<file path="src/inc/svd_pkg.sv">
/*
 * Constants for the supply excursion detector control block: register
 * indices, field positions, reset values and the reference settle time.
 * Assumes a 10 MHz system clock and an 8-bit register port.
 */
package svd_pkg;

    localparam int          ADDR_W            = 2;
    localparam int          DATA_W            = 8;
    localparam int          LEVEL_W           = 4;

    // Register indices on the plain register port
    localparam logic [1:0]  OFS_CONTROL       = 2'h0;
    localparam logic [1:0]  OFS_FLAG2         = 2'h1;
    localparam logic [1:0]  OFS_ENABLE2       = 2'h2;
    localparam logic [1:0]  OFS_INTCTRL       = 2'h3;

    // Control register fields
    localparam int          CTL_DIR_BIT       = 7;
    localparam int          CTL_UNIMP_BIT     = 6;
    localparam int          CTL_STABLE_BIT    = 5;
    localparam int          CTL_ENABLE_BIT    = 4;
    localparam int          CTL_LEVEL_LSB     = 0;

    // Flag, enable and global enable positions
    localparam int          FLAG_BIT          = 2;
    localparam int          IRQ_EN_BIT        = 2;
    localparam int          GLOBAL_EN_BIT     = 7;

    // Reset values
    localparam logic        DIR_RST           = 1'b0;
    localparam logic        ENABLE_RST        = 1'b0;
    localparam logic [3:0]  LEVEL_RST         = 4'h5;
    localparam logic        FLAG_RST          = 1'b0;
    localparam logic        IRQ_EN_RST        = 1'b0;
    localparam logic        GLOBAL_EN_RST     = 1'b0;

    // Trip level code that routes the external input to the comparator
    localparam logic [3:0]  LEVEL_EXTERNAL    = 4'hF;

    // Reference settle time, rounded up to whole clock cycles
    localparam int          CLK_PERIOD_NS     = 100;
    localparam int          SETTLE_TIME_NS    = 20000;
    localparam int          SETTLE_CYCLES     =
        (SETTLE_TIME_NS + CLK_PERIOD_NS - 1) / CLK_PERIOD_NS;
    localparam int          SETTLE_CNT_W      = 12;

    typedef enum logic [2:0] {
        SVD_OFF    = 3'b001,
        SVD_SETTLE = 3'b010,
        SVD_ARMED  = 3'b100
    } svd_state_t;

endpackage

</file>
<file path="src/hdl/svd_settle_timer.sv">
/*
 * Reference settle timer: counts clock cycles while run is high and
 * holds done once the count is reached. Clearing run restarts it.
 * Assumes run is synchronous to clk.
 */
`timescale 1ns/10ps
module svd_settle_timer #(
    parameter int CYCLES = svd_pkg::SETTLE_CYCLES,
    parameter int CNT_W  = svd_pkg::SETTLE_CNT_W
) (
    input  wire logic clk,
    input  wire logic rst,
    input  wire logic run,
    output logic      done
);
    import svd_pkg::*;

    localparam logic [CNT_W-1:0] LAST = CNT_W'(CYCLES);

    logic [CNT_W-1:0] cnt_reg;

    // Restart on every enable, so each enable waits the full time
    always_ff @(posedge clk or posedge rst) begin
        if (rst) begin
            cnt_reg <= '0;
        end else if (!run) begin
            cnt_reg <= '0;
        end else if (cnt_reg != LAST) begin
            cnt_reg <= cnt_reg + CNT_W'(1);
        end
    end

    assign done = run && (cnt_reg == LAST);

endmodule // svd_settle_timer

</file>
<file path="src/hdl/svd_detect_ctrl.sv">
/*
 * Control and flag logic of the supply excursion detector: control
 * register, reference settle sequencing, sticky detect flag, interrupt
 * gating and wake from sleep.
 * Assumes the analog comparator result arrives synchronous to clk.
 */
`timescale 1ns/10ps
module svd_detect_ctrl #(
    parameter int SETTLE_CYCLES = svd_pkg::SETTLE_CYCLES
) (
    input  wire logic                        clk,
    input  wire logic                        rst,
    input  wire logic [svd_pkg::ADDR_W-1:0]  reg_addr,
    input  wire logic [svd_pkg::DATA_W-1:0]  reg_wdata,
    input  wire logic                        reg_wr,
    input  wire logic                        reg_rd,
    output logic      [svd_pkg::DATA_W-1:0]  reg_rdata,
    input  wire logic                        internal_supply_high,
    input  wire logic                        external_supply_high,
    input  wire logic                        sleep_mode,
    output logic                             detector_power,
    output logic                             external_select,
    output logic      [svd_pkg::LEVEL_W-1:0] trip_level,
    output logic                             irq,
    output logic                             wake_req,
    output logic                             wake_to_vector
);
    import svd_pkg::*;

    logic                direction_select_reg;
    logic                detect_enable_reg;
    logic [LEVEL_W-1:0]  trip_level_reg;
    logic                detect_flag_reg;
    logic                detect_flag_next;
    logic                detect_irq_enable_reg;
    logic                global_irq_enable_reg;
    logic [DATA_W-1:0]   rdata_reg;
    logic [DATA_W-1:0]   rdata_next;
    svd_state_t          state_reg;
    svd_state_t          state_next;
    logic                settle_done;
    logic                reference_stable;
    logic                supply_high;
    logic                trip_now;
    logic                flag_set;
    logic                wr_control;
    logic                wr_flag;

    assign wr_control = reg_wr && (reg_addr == OFS_CONTROL);
    assign wr_flag    = reg_wr && (reg_addr == OFS_FLAG2);

    // Control register; stable and bit 6 have no storage to write
    always_ff @(posedge clk or posedge rst) begin
        if (rst) begin
            direction_select_reg <= DIR_RST;
            detect_enable_reg    <= ENABLE_RST;
            trip_level_reg       <= LEVEL_RST;
        end else if (wr_control) begin
            direction_select_reg <= reg_wdata[CTL_DIR_BIT];
            detect_enable_reg    <= reg_wdata[CTL_ENABLE_BIT];
            trip_level_reg       <=
                reg_wdata[CTL_LEVEL_LSB +: LEVEL_W];
        end
    end

    always_ff @(posedge clk or posedge rst) begin
        if (rst) begin
            detect_irq_enable_reg <= IRQ_EN_RST;
        end else if (reg_wr && (reg_addr == OFS_ENABLE2)) begin
            detect_irq_enable_reg <= reg_wdata[IRQ_EN_BIT];
        end
    end

    always_ff @(posedge clk or posedge rst) begin
        if (rst) begin
            global_irq_enable_reg <= GLOBAL_EN_RST;
        end else if (reg_wr && (reg_addr == OFS_INTCTRL)) begin
            global_irq_enable_reg <= reg_wdata[GLOBAL_EN_BIT];
        end
    end

    // Timer restarts from zero on each enable
    svd_settle_timer #(
        .CYCLES (SETTLE_CYCLES),
        .CNT_W  (SETTLE_CNT_W)
    ) u_settle (
        .clk  (clk),
        .rst  (rst),
        .run  (detect_enable_reg),
        .done (settle_done)
    );

    always_comb begin
        state_next = state_reg;
        case (state_reg)
            SVD_OFF: begin
                if (detect_enable_reg) begin
                    state_next = SVD_SETTLE;
                end
            end
            SVD_SETTLE: begin
                if (!detect_enable_reg) begin
                    state_next = SVD_OFF;
                end else if (settle_done) begin
                    state_next = SVD_ARMED;
                end
            end
            SVD_ARMED: begin
                if (!detect_enable_reg) begin
                    state_next = SVD_OFF;
                end
            end
            default: begin
                state_next = SVD_OFF;
            end
        endcase
    end

    always_ff @(posedge clk or posedge rst) begin
        if (rst) begin
            state_reg <= SVD_OFF;
        end else begin
            state_reg <= state_next;
        end
    end

    assign reference_stable = (state_reg == SVD_ARMED);

    // Comparator source and direction
    assign external_select = (trip_level_reg == LEVEL_EXTERNAL);
    assign supply_high     = external_select ? external_supply_high
                                             : internal_supply_high;
    assign trip_now        = direction_select_reg ? supply_high
                                                  : !supply_high;
    // Settle interval masks crossings; short excursions can be missed
    assign flag_set = reference_stable && trip_now;

    // Hardware set beats a software clear in the same cycle
    always_comb begin
        detect_flag_next = detect_flag_reg;
        if (wr_flag) begin
            detect_flag_next = reg_wdata[FLAG_BIT];
        end
        if (flag_set) begin
            detect_flag_next = 1'b1;
        end
    end

    always_ff @(posedge clk or posedge rst) begin
        if (rst) begin
            detect_flag_reg <= FLAG_RST;
        end else begin
            detect_flag_reg <= detect_flag_next;
        end
    end

    // Read data valid only in the cycle after the read strobe
    always_comb begin
        rdata_next = '0;
        if (reg_rd) begin
            case (reg_addr)
                OFS_CONTROL: begin
                    rdata_next[CTL_DIR_BIT]    = direction_select_reg;
                    rdata_next[CTL_UNIMP_BIT]  = 1'b0;
                    rdata_next[CTL_STABLE_BIT] = reference_stable;
                    rdata_next[CTL_ENABLE_BIT] = detect_enable_reg;
                    rdata_next[CTL_LEVEL_LSB +: LEVEL_W] = trip_level_reg;
                end
                OFS_FLAG2: begin
                    rdata_next[FLAG_BIT] = detect_flag_reg;
                end
                OFS_ENABLE2: begin
                    rdata_next[IRQ_EN_BIT] = detect_irq_enable_reg;
                end
                OFS_INTCTRL: begin
                    rdata_next[GLOBAL_EN_BIT] = global_irq_enable_reg;
                end
                default: begin
                    rdata_next = '0;
                end
            endcase
        end
    end

    always_ff @(posedge clk or posedge rst) begin
        if (rst) begin
            rdata_reg <= '0;
        end else begin
            rdata_reg <= rdata_next;
        end
    end

    assign reg_rdata      = rdata_reg;
    assign detector_power = detect_enable_reg;
    assign trip_level     = trip_level_reg;
    assign irq            = detect_flag_reg && detect_irq_enable_reg
                            && global_irq_enable_reg;
    // Sleep does not stop the detector; any set flag wakes
    assign wake_req       = sleep_mode && detect_flag_reg;
    assign wake_to_vector = wake_req && global_irq_enable_reg;

    // Helper: cycles since the enable came on, saturating
    logic [SETTLE_CNT_W:0] en_age;
    always_ff @(posedge clk or posedge rst) begin
        if (rst) begin
            en_age <= '0;
        end else if (!detect_enable_reg) begin
            en_age <= '0;
        end else if (!en_age[SETTLE_CNT_W]) begin
            en_age <= en_age + (SETTLE_CNT_W+1)'(1);
        end
    end
endmodule // svd_detect_ctrl

</file>
<file path="config.mk">
export PLATFORM = sky130hd
export DESIGN_NAME = svd_detect_ctrl
export DESIGN_NICKNAME = d
export VERILOG_FILES = /design/src/inc/svd_pkg.sv /design/src/hdl/svd_settle_timer.sv /design/src/hdl/svd_detect_ctrl.sv
export SDC_FILE = /design/constraint.sdc
export NUM_CORES = 1
export LEC_CHECK = 0
export ABC_CLOCK_PERIOD_IN_PS = 2820
export BUFFER_PORTS_ARGS = -buffer_cell sky130_fd_sc_hd__buf_2
export CORE_MARGIN = 2
export CORE_UTILIZATION = 35
export CTS_CLUSTER_SIZE = 24
export DETAILED_ROUTE_END_ITERATION = 12
export GPL_TIMING_DRIVEN = 1
export PLACE_DENSITY = 0.64
export SYNTH_ARGS = -nofsm -noshare
export SYNTH_HDL_FRONTEND = slang
export SYNTH_HIERARCHICAL = 1
export SYNTH_SLANG_ARGS = --single-unit
</file>
<file path="constraint.sdc">
create_clock -name clk -period 2.82 [get_ports clk]
set_input_delay 0.423 -clock clk [delete_from_list [all_inputs] [get_ports clk]]
set_output_delay 0.423 -clock clk [all_outputs]
set_load 0.02 [all_outputs]
</file>
== After elaboration in Yosys (flattened, before gate mapping) ==
Index checks and enable logic that the tools add are counted.
Word-level totals
  output and inout port bits: 17
  logic and storage cells: 53
  bits of input ports: 17
  flip-flop bits (word level): 32
Cells by class
  reduce and logical (&&, ||, !) cells: 14
  multiplexer cells: 16
  add/sub/neg operators: 1
  equal/unequal tests: 13
Operators with widths (number)
  $mux W12: 2
  $mux W3: 5
  $add A12 B1 Y12 const B: 1
  $eq A12 B8 Y1 const B: 1
  $ne A12 B8 Y1 const B: 1
  $logic_and A1 B1 Y1: 10
  $pmux W3 S3: 1
  $mux W8: 1
  $eq A2 B2 Y1 const B: 2
  $eq A4 B4 Y1 const B: 1
  $mux W1: 4
  $ne A2 B2 Y1 const B: 2
  $eq A3 B1 Y1 const B: 1
  $eq A3 B2 Y1 const B: 1
  $eq A3 B3 Y1 const B: 1
  $ne A3 B3 Y1 const B: 1
  $pmux W1 S3: 1
  $reduce_and A3 Y1: 1
  $eq A2 B1 Y1 const B: 1
  $logic_not A2 Y1: 1
  $mux W2: 1
  $ne A2 B1 Y1 const B: 1
  $pmux W1 S2: 1
  $reduce_bool A2 Y1: 1
  $logic_not A1 Y1: 1

== Longest topological paths before layout ==
  depth after elaboration: 6
  gate-level depth with buffers: 8
  gate-level depth less buffers: 8

== By module ==
The synthesis kept the hierarchy.
Modules (own cells, without submodules)
  svd_detect_ctrl: cells an instance 71, seq. area each 479.2 um^2, area an instance 870.8 um^2, instances 1
  svd_settle_timer: cells an instance 70, seq. area each 300.3 um^2, area an instance 669.4 um^2, instances 1

== Worst setup path after synthesis ==
No wires, ideal clock.
  path type: flip-flop to flip-flop
  from: register u_settle.cnt_reg[0]
  to: register state_reg[2]
  cell stages (with the launch flop): 9
  clock period less this slack: 1657 ps
  path slack: 1163 ps
  setup time: 88 ps
  path buffers: 0
  arrival: 1569 ps
  required time: 2732 ps
  cells stage by stage: dfrtp_1 > inv_1 > ha_1 > nor4b_1 > and4_2 > and2_1 > nor3b_1 > a21oi_1 > nor3b_1
On the way
  word-level cells in the longest chain between the ends: 4
RTL lines
  start, declared: RTL line svd_settle_timer.sv:20  | logic [CNT_W-1:0] cnt_reg;
  start signal, assigned: RTL line svd_settle_timer.sv:29  | cnt_reg <= cnt_reg + CNT_W'(1);
  $eq A12 B8 Y1: RTL line svd_settle_timer.sv:33  | assign done = run && (cnt_reg == LAST);
  $logic_and A1 B1 Y1: RTL line svd_settle_timer.sv:33
  named net settle_done: RTL line svd_detect_ctrl.sv:41  | logic settle_done;
  $ne A3 B3 Y1 (no line)
  $reduce_and A3 Y1 (no line)
  end signal, assigned: RTL line svd_detect_ctrl.sv:123  | state_reg <= state_next;
  end, declared: RTL line svd_detect_ctrl.sv:39  | svd_state_t state_reg;
The timed path passes the listed nets, and every way through them passes these cells.
A chain may end at the register's enable or synchronous reset.

== Final worst setup path ==
Same ends and word-level chain as after synthesis.

==> metrics <==
status=completed; CP arrival=2040 ps; clock tree sinks=31; crit start category=flop; CTS resizes=0; WP data required=3020 ps; CTS tree=built; period utilisation layout=65.2%; area grow syn2layout=18.2%; Die W=70.3 um; Antenna diodes=0; Seq cells post-synth=31; R2R Path Start=u_settle/cnt_reg[0]; crit path time final=1840 ps; Worst VDD drop=0.000196 V; root buf cell=clkbuf_8; kind of critical path=reg -> reg; Pleak=0.857 nW; Core Area=4290 um2; Detailed Route WL=2.81 mm; Chip Height=70.3 um; Critical Path Source=u_settle/cnt_reg[0]; Hold Buf Count CTS=0; drt pass-1 iters=4; RSZ-0062 raised after global routing=no; slew margin rel.=54.6%; Largest register FFs=12; routed via count=1119; Setup violations, final=0; vias in the first global route=1085; Power Total=0.00112 W; H-tree depth=2; fraction of registers with async set/reset=100%; Mean Syn Cell Area=10.9 um2; synth unique cells=39; Main synth FF type=dfrtp_1; IO Count=34; Hold WC Path Type=in -> async; post-DP HPWL=2.06 mm; clock buffer depth=2; Final Wtd Congestion=0.772; Post-synth EDFFs=0; share of post-route cells with drive strength above 1=30.9%; postcts setup bufs=0; pwr dens=615 nW/um2; GRT Resource Usage Total=12.8%; fin nets=199; Final Hold Viols=0; drt drc=0; DR WL/cell=12.4 um; row count=24; reg2reg path depth=8; Yosys warning total=6; syn_nets=165; Max Cap Viol=0; antenna-violating nets left=0; most frequent cells in the layout=buf_2 (30), dfrtp_1 (28), nand2_1 (13), inv_1 (11); initial cell density of the core=35.9%; Avg Vias per Cell=4.93; Mapped Cells=141; first-iteration detailed-routing DRC count=78; Final Max Tran Viols=0; Max Fclk=544 MHz; total gr overflow=0; CTS buffer count=5; skew final=2.12 ps; # port buffers=30; reg2reg end=state_reg[2]; FF-to-FF setup slack=980 ps; CP max FO=4; commonest non-fill, non-tap cell in the layout=buf_2; Worst Setup End Kind=flop; initial antenna violation count=0; largest net degree at the start of global routing=20; setup tns final=0 ps; Clock Latency Late Sink=280 ps; Seq/Total Area, Yosys=50.6%; die area=4950 um2; clock-pin transition on the worst setup and hold timing paths=60 ps; mapped cell area=1540 um2; first-pass GRT wire length=4.90 mm; worst slew pin tran=680 ps
==> cell usage after synthesis, types with 2 or more instances <==
cell,n,area share [%]
o31ai_1,4,1.9
nand3_2,2,1.3
o21ai_0,4,1.3
ha_1,7,5.7
inv_1,11,2.7
a21oi_1,8,2.6
dfrtp_1,28,45
dfstp_2,3,5.1
mux2i_1,5,3.2
nand3b_1,2,0.97
nand2_1,13,3.2
and3_1,5,2.0
nand3_1,3,0.97
xor2_1,3,1.7
nor2_1,4,0.97
and2_1,2,0.81
nor3b_1,5,2.4
mux2_2,8,5.8
or4_1,4,1.9
==> area by class of cell <==
class | instances | area (um2)
clock buffers | 6 | 82.6
clock inverters | 1 | 5.00
fillers | 408 | 2470
inverters | 11 | 41.3
multi-input cells | 96 | 697
flip-flops and latches | 31 | 779
well taps | 52 | 65.1
repair buffers | 30 | 150
==> cells by family (layout without fill, tap and decap cells) <==
| logic type | Yosys count | after routing | synth area share, % |
|---|---|---|---|
| AO/OA/AOI/OAI | 20 | 20 | 7.80 |
| XOR/XNOR | 4 | 4 | 2.27 |
| adder cells (fa/ha/maj) | 7 | 7 | 5.69 |
| buffers and inverters | 14 | 48 | 4.14 |
| flip-flops | 31 | 31 | 50.6 |
| multiplexers | 13 | 13 | 9.10 |
| other | 1 | 1 | 0.243 |
| AND/OR/NAND/NOR | 51 | 51 | 20.1 |
==> where the power goes <==
part           total, W  internal [W]  switching [W]
clock network  0.000344      0.000191       0.000153
logic          0.000210     0.0000927       0.000117
registers      0.000566      0.000506      0.0000602
==> worst max-delay path, cell delays in order, from the launching register on <==
cell and delay, ps:
dfrtp_1 410, inv_1 90, ha_1 140, nor4b_1 240, and4_2 330, and2_1 150, nor3b_1 180, a21oi_1 60
nor3b_1 160
==> layer usage <==
layer  track usage, %  routed length, um  up-vias  share of wire [%]
li1                 -                  -      567                  -
met1             16.5               1330      517                 48
met2             18.7               1280       27                 45
met3             3.17                102        8                3.6
met4             8.97                 95        0                3.4
met5                0                  0        -                  0
==> how the worst max path moves through the flow <==
stage / to / cells past startpoint / slack (ps)
after global placement: state_reg[2] / 8 / 1030
after global routing: state_reg[2] / 8 / 770
final: state_reg[2] / 8 / 980
after detailed placement: state_reg[2] / 8 / 990
after floorplan: state_reg[2] / 8 / 1160
after CTS: state_reg[2] / 8 / 970
==> metrics by stage <==
step	hold slack [ps]	cells	cell area, um2	setup slack (ps)	utilization [%]
2_1_floorplan	288	141	1540	1160	-
3_3_place_gp	474	220	1730	1030	40.4
3_5_place_dp	469	220	1730	993	40.4
4_1_cts	169	227	1820	970	42.4
5_1_grt	194	227	1820	771	42.4
6_report	155	227	1820	981	42.4
Note: power is estimated with default switching activity, not from simulation.
